**src/icc_defs.vh**
```
/*
 constants for the input capture control block: register offsets, field positions,
 reset values and mode codes. assumes inclusion by bare name from the design file.
*/
`ifndef ICC_DEFS_VH
`define ICC_DEFS_VH

// register byte offsets
`define ICC_OFF_CTRL 12'h000
`define ICC_OFF_BUF 12'h004
`define ICC_OFF_STAT 12'h008
`define ICC_OFF_MASK 12'h00C

// control register fields
`define ICC_B_ENABLE 15
`define ICC_B_IDLE_STOP 13
`define ICC_B_FIRST_EDGE 9
`define ICC_B_WIDE 8
`define ICC_B_SRC 7
`define ICC_B_EPI_HI 6
`define ICC_B_EPI_LO 5
`define ICC_B_OVF 4
`define ICC_B_BNE 3
`define ICC_B_MODE_HI 2
`define ICC_B_MODE_LO 0

// writable bits and reset value of the control register
`define ICC_CTRL_WMASK 16'hA3E7
`define ICC_CTRL_RESET 16'h0000

// capture mode codes
`define ICC_MODE_OFF 3'h0
`define ICC_MODE_ANY 3'h1
`define ICC_MODE_FALL 3'h2
`define ICC_MODE_RISE 3'h3
`define ICC_MODE_RISE4 3'h4
`define ICC_MODE_RISE16 3'h5
`define ICC_MODE_ALT 3'h6
`define ICC_MODE_ANY7 3'h7

// interrupt status bits
`define ICC_IRQ_CAPT 0
`define ICC_IRQ_OVF 1

// axi responses
`define ICC_RESP_OKAY 2'h0
`define ICC_RESP_SLVERR 2'h2

`endif

```
**src/icc_input_capture.v**
```verilog
/*
 input capture control: samples a capture pin, latches a selected timer count into a
 small fifo on configured edges, counts events per interrupt, reports overflow and
 buffer-not-empty. assumes timer counts arrive synchronous to clock, the pin is
 asynchronous, and software uses an axi4-lite master with one access of each kind.
*/
`timescale 1ns/1ps
`include "icc_defs.vh"
`default_nettype none

module icc_input_capture #(
	parameter DEPTH = 4,
	parameter PTRW = 2
) (
	// clock and reset
	input wire clock,
	input wire rst,
	// capture pin, idle indication, timer counts
	input wire capturePin,
	input wire deviceIdle,
	input wire [15:0] timerTwoCount,
	input wire [15:0] timerThreeCount,
	input wire [31:0] wideTimerCount,
	// axi4-lite write address
	input wire [11:0] s_axi_awaddr,
	input wire s_axi_awvalid,
	output reg s_axi_awready,
	// axi4-lite write data
	input wire [31:0] s_axi_wdata,
	input wire [3:0] s_axi_wstrb,
	input wire s_axi_wvalid,
	output reg s_axi_wready,
	// axi4-lite write response
	output reg [1:0] s_axi_bresp,
	output reg s_axi_bvalid,
	input wire s_axi_bready,
	// axi4-lite read address
	input wire [11:0] s_axi_araddr,
	input wire s_axi_arvalid,
	output reg s_axi_arready,
	// axi4-lite read data
	output reg [31:0] s_axi_rdata,
	output reg [1:0] s_axi_rresp,
	output reg s_axi_rvalid,
	input wire s_axi_rready,
	// interrupt
	output reg irq
);

////////////////////////////////////////////////////////////////////////////////
// helpers

// merges written bytes into a 16-bit register under a writable mask
function [15:0] mergeLow;
	input [15:0] old;
	input [31:0] data;
	input [3:0] strb;
	input [15:0] wmask;
	reg [15:0] bytes;
	begin
		bytes = {{8{strb[1]}}, {8{strb[0]}}} & wmask;
		mergeLow = (old & ~bytes) | (data[15:0] & bytes);
	end
endfunction

////////////////////////////////////////////////////////////////////////////////
// registers

reg [15:0] ctrl_ff; // writable control fields
reg [1:0] mask_ff; // interrupt mask
reg [1:0] stat_ff; // sticky interrupt status
reg [31:0] fifo_ff [0:DEPTH-1]; // capture buffer
reg [PTRW-1:0] wrPtr_ff; // next slot to fill
reg [PTRW-1:0] rdPtr_ff; // next slot to read
reg [PTRW:0] level_ff; // entries held
reg ovf_ff; // overflow seen
reg [2:0] pinSync_ff; // pin synchroniser, three stages
reg pinLevel_ff; // filtered pin level
reg altFlip_ff; // alternating mode has moved off the first edge
reg [3:0] prescale_ff; // edge prescaler for modes 4 and 5
reg [1:0] evtCount_ff; // events since last interrupt

wire enabled = ctrl_ff[`ICC_B_ENABLE];
wire [2:0] mode = ctrl_ff[`ICC_B_MODE_HI:`ICC_B_MODE_LO];
wire [1:0] evtPerIrq = ctrl_ff[`ICC_B_EPI_HI:`ICC_B_EPI_LO];

////////////////////////////////////////////////////////////////////////////////
// pin synchroniser and edge detection

// stage one feeds stage two only; level accepted when stages two and three agree
always @(posedge clock) begin
	if (rst) begin
		pinSync_ff <= 3'h0;
		pinLevel_ff <= 1'b0;
	end else begin
		pinSync_ff <= {pinSync_ff[1:0], capturePin};
		if (pinSync_ff[1] == pinSync_ff[2])
			pinLevel_ff <= pinSync_ff[2];
	end
end

wire agreed = (pinSync_ff[1] == pinSync_ff[2]);
wire riseEdge = agreed && pinSync_ff[2] && !pinLevel_ff;
wire fallEdge = agreed && !pinSync_ff[2] && pinLevel_ff;

// unit runs only while enabled and not halted by idle
wire running = enabled && !(ctrl_ff[`ICC_B_IDLE_STOP] && deviceIdle);

// edge qualification per mode
reg capture;
reg prescaleHit;
always @* begin
	capture = 1'b0;
	prescaleHit = 1'b0;
	case (mode)
	`ICC_MODE_ANY: capture = riseEdge || fallEdge;
	`ICC_MODE_FALL: capture = fallEdge;
	`ICC_MODE_RISE: capture = riseEdge;
	`ICC_MODE_RISE4: begin
		prescaleHit = riseEdge && (prescale_ff[1:0] == 2'h3);
		capture = prescaleHit;
	end
	`ICC_MODE_RISE16: begin
		prescaleHit = riseEdge && (prescale_ff == 4'hF);
		capture = prescaleHit;
	end
	// flip flag, not a copied edge: enable and first edge may come in one write
	`ICC_MODE_ALT: capture = (ctrl_ff[`ICC_B_FIRST_EDGE] ^ altFlip_ff) ? riseEdge : fallEdge;
	`ICC_MODE_ANY7: capture = riseEdge || fallEdge;
	default: capture = 1'b0;
	endcase
	capture = capture && running;
end

// selected timer value; source select has no say when wide capture is on
wire [15:0] narrowCount = ctrl_ff[`ICC_B_SRC] ? timerTwoCount : timerThreeCount;
wire [31:0] captureValue = ctrl_ff[`ICC_B_WIDE] ? wideTimerCount : {16'h0000, narrowCount};

// interrupt every 4, 3 or 2 events; code 01 taken as every event
reg [1:0] evtTarget;
always @* begin
	case (evtPerIrq)
	2'h3: evtTarget = 2'h3;
	2'h2: evtTarget = 2'h2;
	2'h0: evtTarget = 2'h1;
	default: evtTarget = 2'h0;
	endcase
end

////////////////////////////////////////////////////////////////////////////////
// axi4-lite handshake state

reg awHeld_ff; // write address taken, waiting for data
reg wHeld_ff; // write data taken, waiting for address
reg [11:0] awAddr_ff;
reg [31:0] wData_ff;
reg [3:0] wStrb_ff;

wire awFire = s_axi_awvalid && s_axi_awready;
wire wFire = s_axi_wvalid && s_axi_wready;
wire [11:0] wrAddr = awHeld_ff ? awAddr_ff : s_axi_awaddr;
wire [31:0] wrData = wHeld_ff ? wData_ff : s_axi_wdata;
wire [3:0] wrStrb = wHeld_ff ? wStrb_ff : s_axi_wstrb;
wire wrGo = (awHeld_ff || awFire) && (wHeld_ff || wFire) && !s_axi_bvalid;
wire arFire = s_axi_arvalid && s_axi_arready;

wire ctrlWrite = wrGo && (wrAddr[11:2] == `ICC_OFF_CTRL >> 2);
wire bufRead = arFire && (s_axi_araddr[11:2] == `ICC_OFF_BUF >> 2) && (level_ff != 0);
wire statRead = arFire && (s_axi_araddr[11:2] == `ICC_OFF_STAT >> 2);

// a write clearing enable resets the unit's capture state
wire disableNow = ctrlWrite && wrStrb[1] && !wrData[`ICC_B_ENABLE];

// write channel: address and data taken in either order, response after both
always @(posedge clock) begin
	if (rst) begin
		s_axi_awready <= 1'b0;
		s_axi_wready <= 1'b0;
		s_axi_bvalid <= 1'b0;
		s_axi_bresp <= `ICC_RESP_OKAY;
		awHeld_ff <= 1'b0;
		wHeld_ff <= 1'b0;
		awAddr_ff <= 12'h000;
		wData_ff <= 32'h00000000;
		wStrb_ff <= 4'h0;
	end else begin
		s_axi_awready <= !awHeld_ff && !awFire && !s_axi_bvalid;
		s_axi_wready <= !wHeld_ff && !wFire && !s_axi_bvalid;
		if (awFire) begin
			awHeld_ff <= 1'b1;
			awAddr_ff <= s_axi_awaddr;
		end
		if (wFire) begin
			wHeld_ff <= 1'b1;
			wData_ff <= s_axi_wdata;
			wStrb_ff <= s_axi_wstrb;
		end
		if (wrGo) begin
			awHeld_ff <= 1'b0;
			wHeld_ff <= 1'b0;
			s_axi_bvalid <= 1'b1;
			// unmapped offsets answer with an error
			if (wrAddr[11:2] == `ICC_OFF_CTRL >> 2 || wrAddr[11:2] == `ICC_OFF_MASK >> 2
				|| wrAddr[11:2] == `ICC_OFF_BUF >> 2 || wrAddr[11:2] == `ICC_OFF_STAT >> 2)
				s_axi_bresp <= `ICC_RESP_OKAY;
			else
				s_axi_bresp <= `ICC_RESP_SLVERR;
		end else if (s_axi_bvalid && s_axi_bready) begin
			s_axi_bvalid <= 1'b0;
		end
	end
end

// read channel: one read at a time, data one cycle after address
always @(posedge clock) begin
	if (rst) begin
		s_axi_arready <= 1'b0;
		s_axi_rvalid <= 1'b0;
		s_axi_rdata <= 32'h00000000;
		s_axi_rresp <= `ICC_RESP_OKAY;
	end else begin
		s_axi_arready <= !s_axi_rvalid && !arFire;
		if (arFire) begin
			s_axi_rvalid <= 1'b1;
			s_axi_rresp <= `ICC_RESP_OKAY;
			case (s_axi_araddr[11:2])
			`ICC_OFF_CTRL >> 2: begin
				// upper half always zero; status bits live here
				s_axi_rdata <= {16'h0000, ctrl_ff[15:5], ovf_ff, (level_ff != 0), ctrl_ff[2:0]};
			end
			`ICC_OFF_BUF >> 2: s_axi_rdata <= fifo_ff[rdPtr_ff];
			`ICC_OFF_STAT >> 2: s_axi_rdata <= {30'h0, stat_ff};
			`ICC_OFF_MASK >> 2: s_axi_rdata <= {30'h0, mask_ff};
			default: begin
				s_axi_rdata <= 32'h00000000;
				s_axi_rresp <= `ICC_RESP_SLVERR;
			end
			endcase
		end else if (s_axi_rvalid && s_axi_rready) begin
			s_axi_rvalid <= 1'b0;
		end
	end
end

////////////////////////////////////////////////////////////////////////////////
// control, mask and capture engine

wire fifoFull = (level_ff == DEPTH);
wire push = capture && !fifoFull;
wire pop = bufRead;

// control and mask registers; upper half of control is never stored
always @(posedge clock) begin
	if (rst) begin
		ctrl_ff <= `ICC_CTRL_RESET;
		mask_ff <= 2'h0;
	end else begin
		if (ctrlWrite)
			ctrl_ff <= mergeLow(ctrl_ff, wrData, wrStrb, `ICC_CTRL_WMASK);
		if (wrGo && wrAddr[11:2] == `ICC_OFF_MASK >> 2 && wrStrb[0])
			mask_ff <= wrData[1:0];
	end
end

// fifo, overflow, edge trackers and event counter
// writing a cleared enable drops all capture state at once; software should not
// touch the registers in the cycle right after that write
always @(posedge clock) begin
	if (rst || !enabled || disableNow) begin
		wrPtr_ff <= {PTRW{1'b0}};
		rdPtr_ff <= {PTRW{1'b0}};
		level_ff <= {(PTRW+1){1'b0}};
		ovf_ff <= 1'b0;
		altFlip_ff <= 1'b0;
		prescale_ff <= 4'h0;
		evtCount_ff <= 2'h0;
	end else begin
		if (push) begin
			fifo_ff[wrPtr_ff] <= captureValue;
			wrPtr_ff <= wrPtr_ff + 1'b1;
		end
		if (pop)
			rdPtr_ff <= rdPtr_ff + 1'b1;
		if (push && !pop)
			level_ff <= level_ff + 1'b1;
		else if (pop && !push)
			level_ff <= level_ff - 1'b1;
		// event on a full buffer is lost and flagged
		if (capture && fifoFull)
			ovf_ff <= 1'b1;
		// alternating mode flips expected edge after each capture
		if (mode != `ICC_MODE_ALT)
			altFlip_ff <= 1'b0;
		else if (capture)
			altFlip_ff <= !altFlip_ff;
		if (running && riseEdge && (mode == `ICC_MODE_RISE4 || mode == `ICC_MODE_RISE16))
			prescale_ff <= prescale_ff + 1'b1;
		if (capture)
			evtCount_ff <= (evtCount_ff >= evtTarget) ? 2'h0 : evtCount_ff + 1'b1;
	end
end

wire irqEvent = capture && (evtCount_ff >= evtTarget);

// sticky status: read clears, new event in same cycle wins; no events while disabled
always @(posedge clock) begin
	if (rst) begin
		stat_ff <= 2'h0;
		irq <= 1'b0;
	end else begin
		stat_ff <= (statRead ? 2'h0 : stat_ff)
			| {capture && fifoFull && enabled, irqEvent && enabled};
		irq <= |(stat_ff & mask_ff) && enabled;
	end
end

endmodule
`default_nettype wire

```
**config.mk**
```make
export PLATFORM = sky130hd
export DESIGN_NAME = icc_input_capture
export DESIGN_NICKNAME = d
export VERILOG_FILES = /design/src/icc_input_capture.v
export VERILOG_INCLUDE_DIRS = /design/src /design/src/src
export SDC_FILE = /design/constraint.sdc
export NUM_CORES = 1
export LEC_CHECK = 0
export BUFFER_PORTS_ARGS = -buffer_cell sky130_fd_sc_hd__buf_2
export CORE_AREA = 3 3 158 160
export CTS_BUF_LIST = sky130_fd_sc_hd__clkbuf_8
export DETAILED_ROUTE_END_ITERATION = 10
export DIE_AREA = 0 0 161 163
export PLACE_DENSITY = 0.68
export SLEW_MARGIN = 20
export SYNTH_ARGS = -nofsm -noshare
export SYNTH_HDL_FRONTEND = slang
export SYNTH_SLANG_ARGS = --single-unit
```
**constraint.sdc**
```tcl
create_clock -name clock -period 6.2 [get_ports clock]
set_input_delay 1.24 -clock clock [delete_from_list [all_inputs] [get_ports clock]]
set_output_delay 1.24 -clock clock [all_outputs]
set_load 0.03 [all_outputs]
```
==> metrics.md <==
| Metric | Value |
|---|---|
| Congestion Overflow GR | 0 |
| Setup crit start | s_axi_wvalid |
| Post-CTS sizing | 0 |
| Clk sinks | 227 |
| I/O pin cnt | 175 |
| Met2 global-route usage | 25.9% |
| Die ar. | 26200 µm² |
| Most common flop cell mapped by yosys | edfxtp_1 |
| Via count | 6330 |
| Post-synth EDFFs | 128 |
| Leak | 4.12 nW |
| Pins Over Slew Limit | 0 |
| Synthesized area per cell | 12.6 µm² |
| Critical path, cell by cell | buf_2 -> a21oi_1 -> or3_1 -> a2111oi_0 -> or3b_2 -> nor3_2 -> buf_12 |
| GPL Wtd Cong | 0.748 |
| Status | finished, final reports clean |
| Reg-to-reg endpoint | fifo_ff[0][10] |
| Post-DRT Antenna Nets | 0 |
| Total Neg Setup Slack | 0 ns |
| Largest net degree at the start of global routing | 85 |
| Register area share after synthesis | 62.1% |
| Crit path DAT | 3.97 ns |
| Final instance area | 11300 µm² |
| CP Class | primary input to flop |
| Max cap viols | 0 |
| Hold path depth | 1 |
| FILL cells | 2124 |
| Rows | 56 |
| Via density | 5.09 |
| Synth unique cells | 57 |
| DR WL/cell | 17.2 µm |
| Share of synthesized flip-flops with an asynchronous set or reset | 0% |
| Crit path to | fifo_ff[0][10] |
| Slew margin rel. | 31.3% |
| Hold Fails Final Rpt | 0 |
| Global Route Usage Sum | 16.3% |
| GRT busiest layer | met2 |
| First-pass GRT wire length | 34100 µm |
| CTS tree | built |
| Worst Tran Pin Value | 1.02 ns |
| Clock skew | 0.0155 ns |
| CTS root buffer | clkbuf_8 |
| Ant diodes | 0 |
| Worst skew pair latency | 0.52 ns |
| Storage element area | 5830 µm² |
| Port Buffer Count | 144 |
| Met1 GRT Util | 22.9% |
| Final HPWL DP | 13900 µm |
| Commonest non-fill, non-tap cell in the layout | buf_2 |
| Footprint of the multi-input gates | 3320 µm² |
| Final wirelength | 21300 µm |
| Nets@finish | 1041 |
| Clk slew on worst S/H paths | 0.06 ns |
| DIE WIDTH | 161 µm |
| Post-CTS Setup Bufs | 0 |
| DRC | 0 |
| Max Clock Freq | 266 MHz |
| Hold_sp | pinSync_ff[0] |
| Yosys reg bits | 227 |
| Slowest-stage cell, CP | nor3_2 |
| Worst VDD drop | 0.143 mV |
| Placed cell area | 10500 µm² |
| Total CTS buffers | 37 |
| Worst hold path type | flop to flop |
| Commonest non-fill, non-tap cells in the layout | buf_2 (144), edfxtp_1 (128), dfxtp_1 (96) |
| Met3 Usage GRT | 3.87% |
| Min cycle time layout | 3.76 ns |
| Post-synthesis cell area | 9380 µm² |
| Ys Warns | 0 |
| Reg-to-reg critical path startpoint | wHeld_ff |
| DRT Pass-1 Iters | 7 |
| Hold-fix buffers, CTS | 0 |
| Period utilisation layout | 60.6% |
| Crit. End Element | flop |
| Die height | 163 µm |
| Worst R2R Path Depth | 6 |
| H-Tree Level Count | 2 |
| # setup viols final | 0 |
| RSZ-0062 raised after global routing | false |
| Layout cells sized above 1 | 27.8% |
| CTS Buffer Depth | 3 |
| R2R Setup Slk | 2.59 ns |
| Vias in the first global route | 6331 |
| Initial DRC count | 484 |
| PD cells | 278 nW/µm² |
| Layout area overhead | 19.9% |
| Initial antenna violation count | 0 |
| CORE AREA | 23500 µm² |
| Post-Syn Instances | 746 |
| Final core utilization | 47.8% |
| Initial core utilization | 39.9% |
| CP Max Fanout | 23 |
| Worst setup SP type | primary input |
| CP max stage delay | 0.86 ns |
| Required time worst endpoint | 6.41 ns |
how the worst min path moves through the flow:
stage                                 end  slack [ns]
after floorplan             pinSync_ff[1]        0.41
after global placement             ovf_ff        0.44
after detailed placement    pinSync_ff[1]        0.43
after CTS                   pinSync_ff[1]        0.44
after global routing      s_axi_rdata[20]        0.46
final                       pinSync_ff[1]        0.44
through the flow:
step / cells / setup WS [ns] / hold WS, ns / total power, mW
final: 1243 / 2.44 / 0.436 / 3.13
after global placement: 1175 / 1.89 / 0.436 / 1.80
after global routing: 1243 / 2.26 / 0.464 / 3.26
after CTS: 1243 / 2.43 / 0.444 / 3.17
after detailed placement: 1175 / 1.88 / 0.431 / 1.80
after floorplan: 747 / 1.09 / 0.414 / 1.73
worst max-delay path, delay by kind of cell:
| family | cells | cell delay, ns |
|---|---|---|
| buffers and inverters | 2 | 0.40 |
| AO/OA/AOI/OAI | 2 | 0.37 |
| AND/OR/NAND/NOR | 3 | 1.94 |
logic make-up after synthesis:
kind of cell	count (synthesis)	synth area share, %
flops	227	62.1
mux	68	11.7
buf+inv	64	2.83
simple gates	241	12.0
compound gates	122	8.65
other cells	1	0.0400
xor+xnor	10	0.934
fa+ha+maj	13	1.81
sequential cells by signal, indices dropped and copies added (netlist names), 3 cells and up, named ones only:
signal       count
awAddr_ff       10
fifo_ff        128
level_ff         3
pinSync_ff       3
prescale_ff      4
s_axi_rdata     32
wData_ff        10
area by class of cell:
| class | instances | share of cell area, % |
|---|---|---|
| Sequential cell | 227 | 51.8 |
| Multi-Input combinational cell | 456 | 29.5 |
| Timing Repair Buffer | 155 | 7.47 |
| Clock buffer | 45 | 5.50 |
| Tap cell | 319 | 3.55 |
| Clock inverter | 23 | 1.60 |
| Inverter | 18 | 0.600 |
layer usage:
metal	routed length, µm	up-vias
met5	0	-
li1	-	3058
met4	300	0
met1	9670	3029
met2	9820	212
met3	1530	31
cell usage after synthesis (all sizes together) (2+ instances only):
cell       n  area share [%]
edfxtp   128              41
dfxtp     99              21
nand2     90             3.6
a21oi     53             2.9
nor2      48             1.9
clkbuf    33             1.3
mux2i     33             3.5
mux4      33             7.9
nand3     28             1.5
nor3      24             1.3
and2      20             1.3
o21ai     20             1.1
inv       18            0.72
buf       13            0.79
ha        12             1.6
a221oi    10            0.93
a211oi     9            0.72
nor4       7            0.47
xor2       7            0.65
nand2b     6            0.40
a2111oi    4            0.84
a21o       4            0.32
nor3b      4            0.32
a31oi      3            0.20
nor2b      3            0.20
xnor2      3            0.28
a22oi      2            0.16
and4b      2            0.21
mux2       2            0.24
nand3b     2            0.16
nand4      2            0.13
o2111ai    2            0.19
o211ai     2            0.16
o21a       2            0.16
o32ai      2            0.19
or3        2            0.13
power breakdown:
group	switching, mW	leakage [nW]	internal, mW
clock	0.578	0.462	0.788
sequential	0.0166	2.12	1.60
combinational	0.0936	1.53	0.0579
No activity file was read; power rests on OpenSTA's default activity.
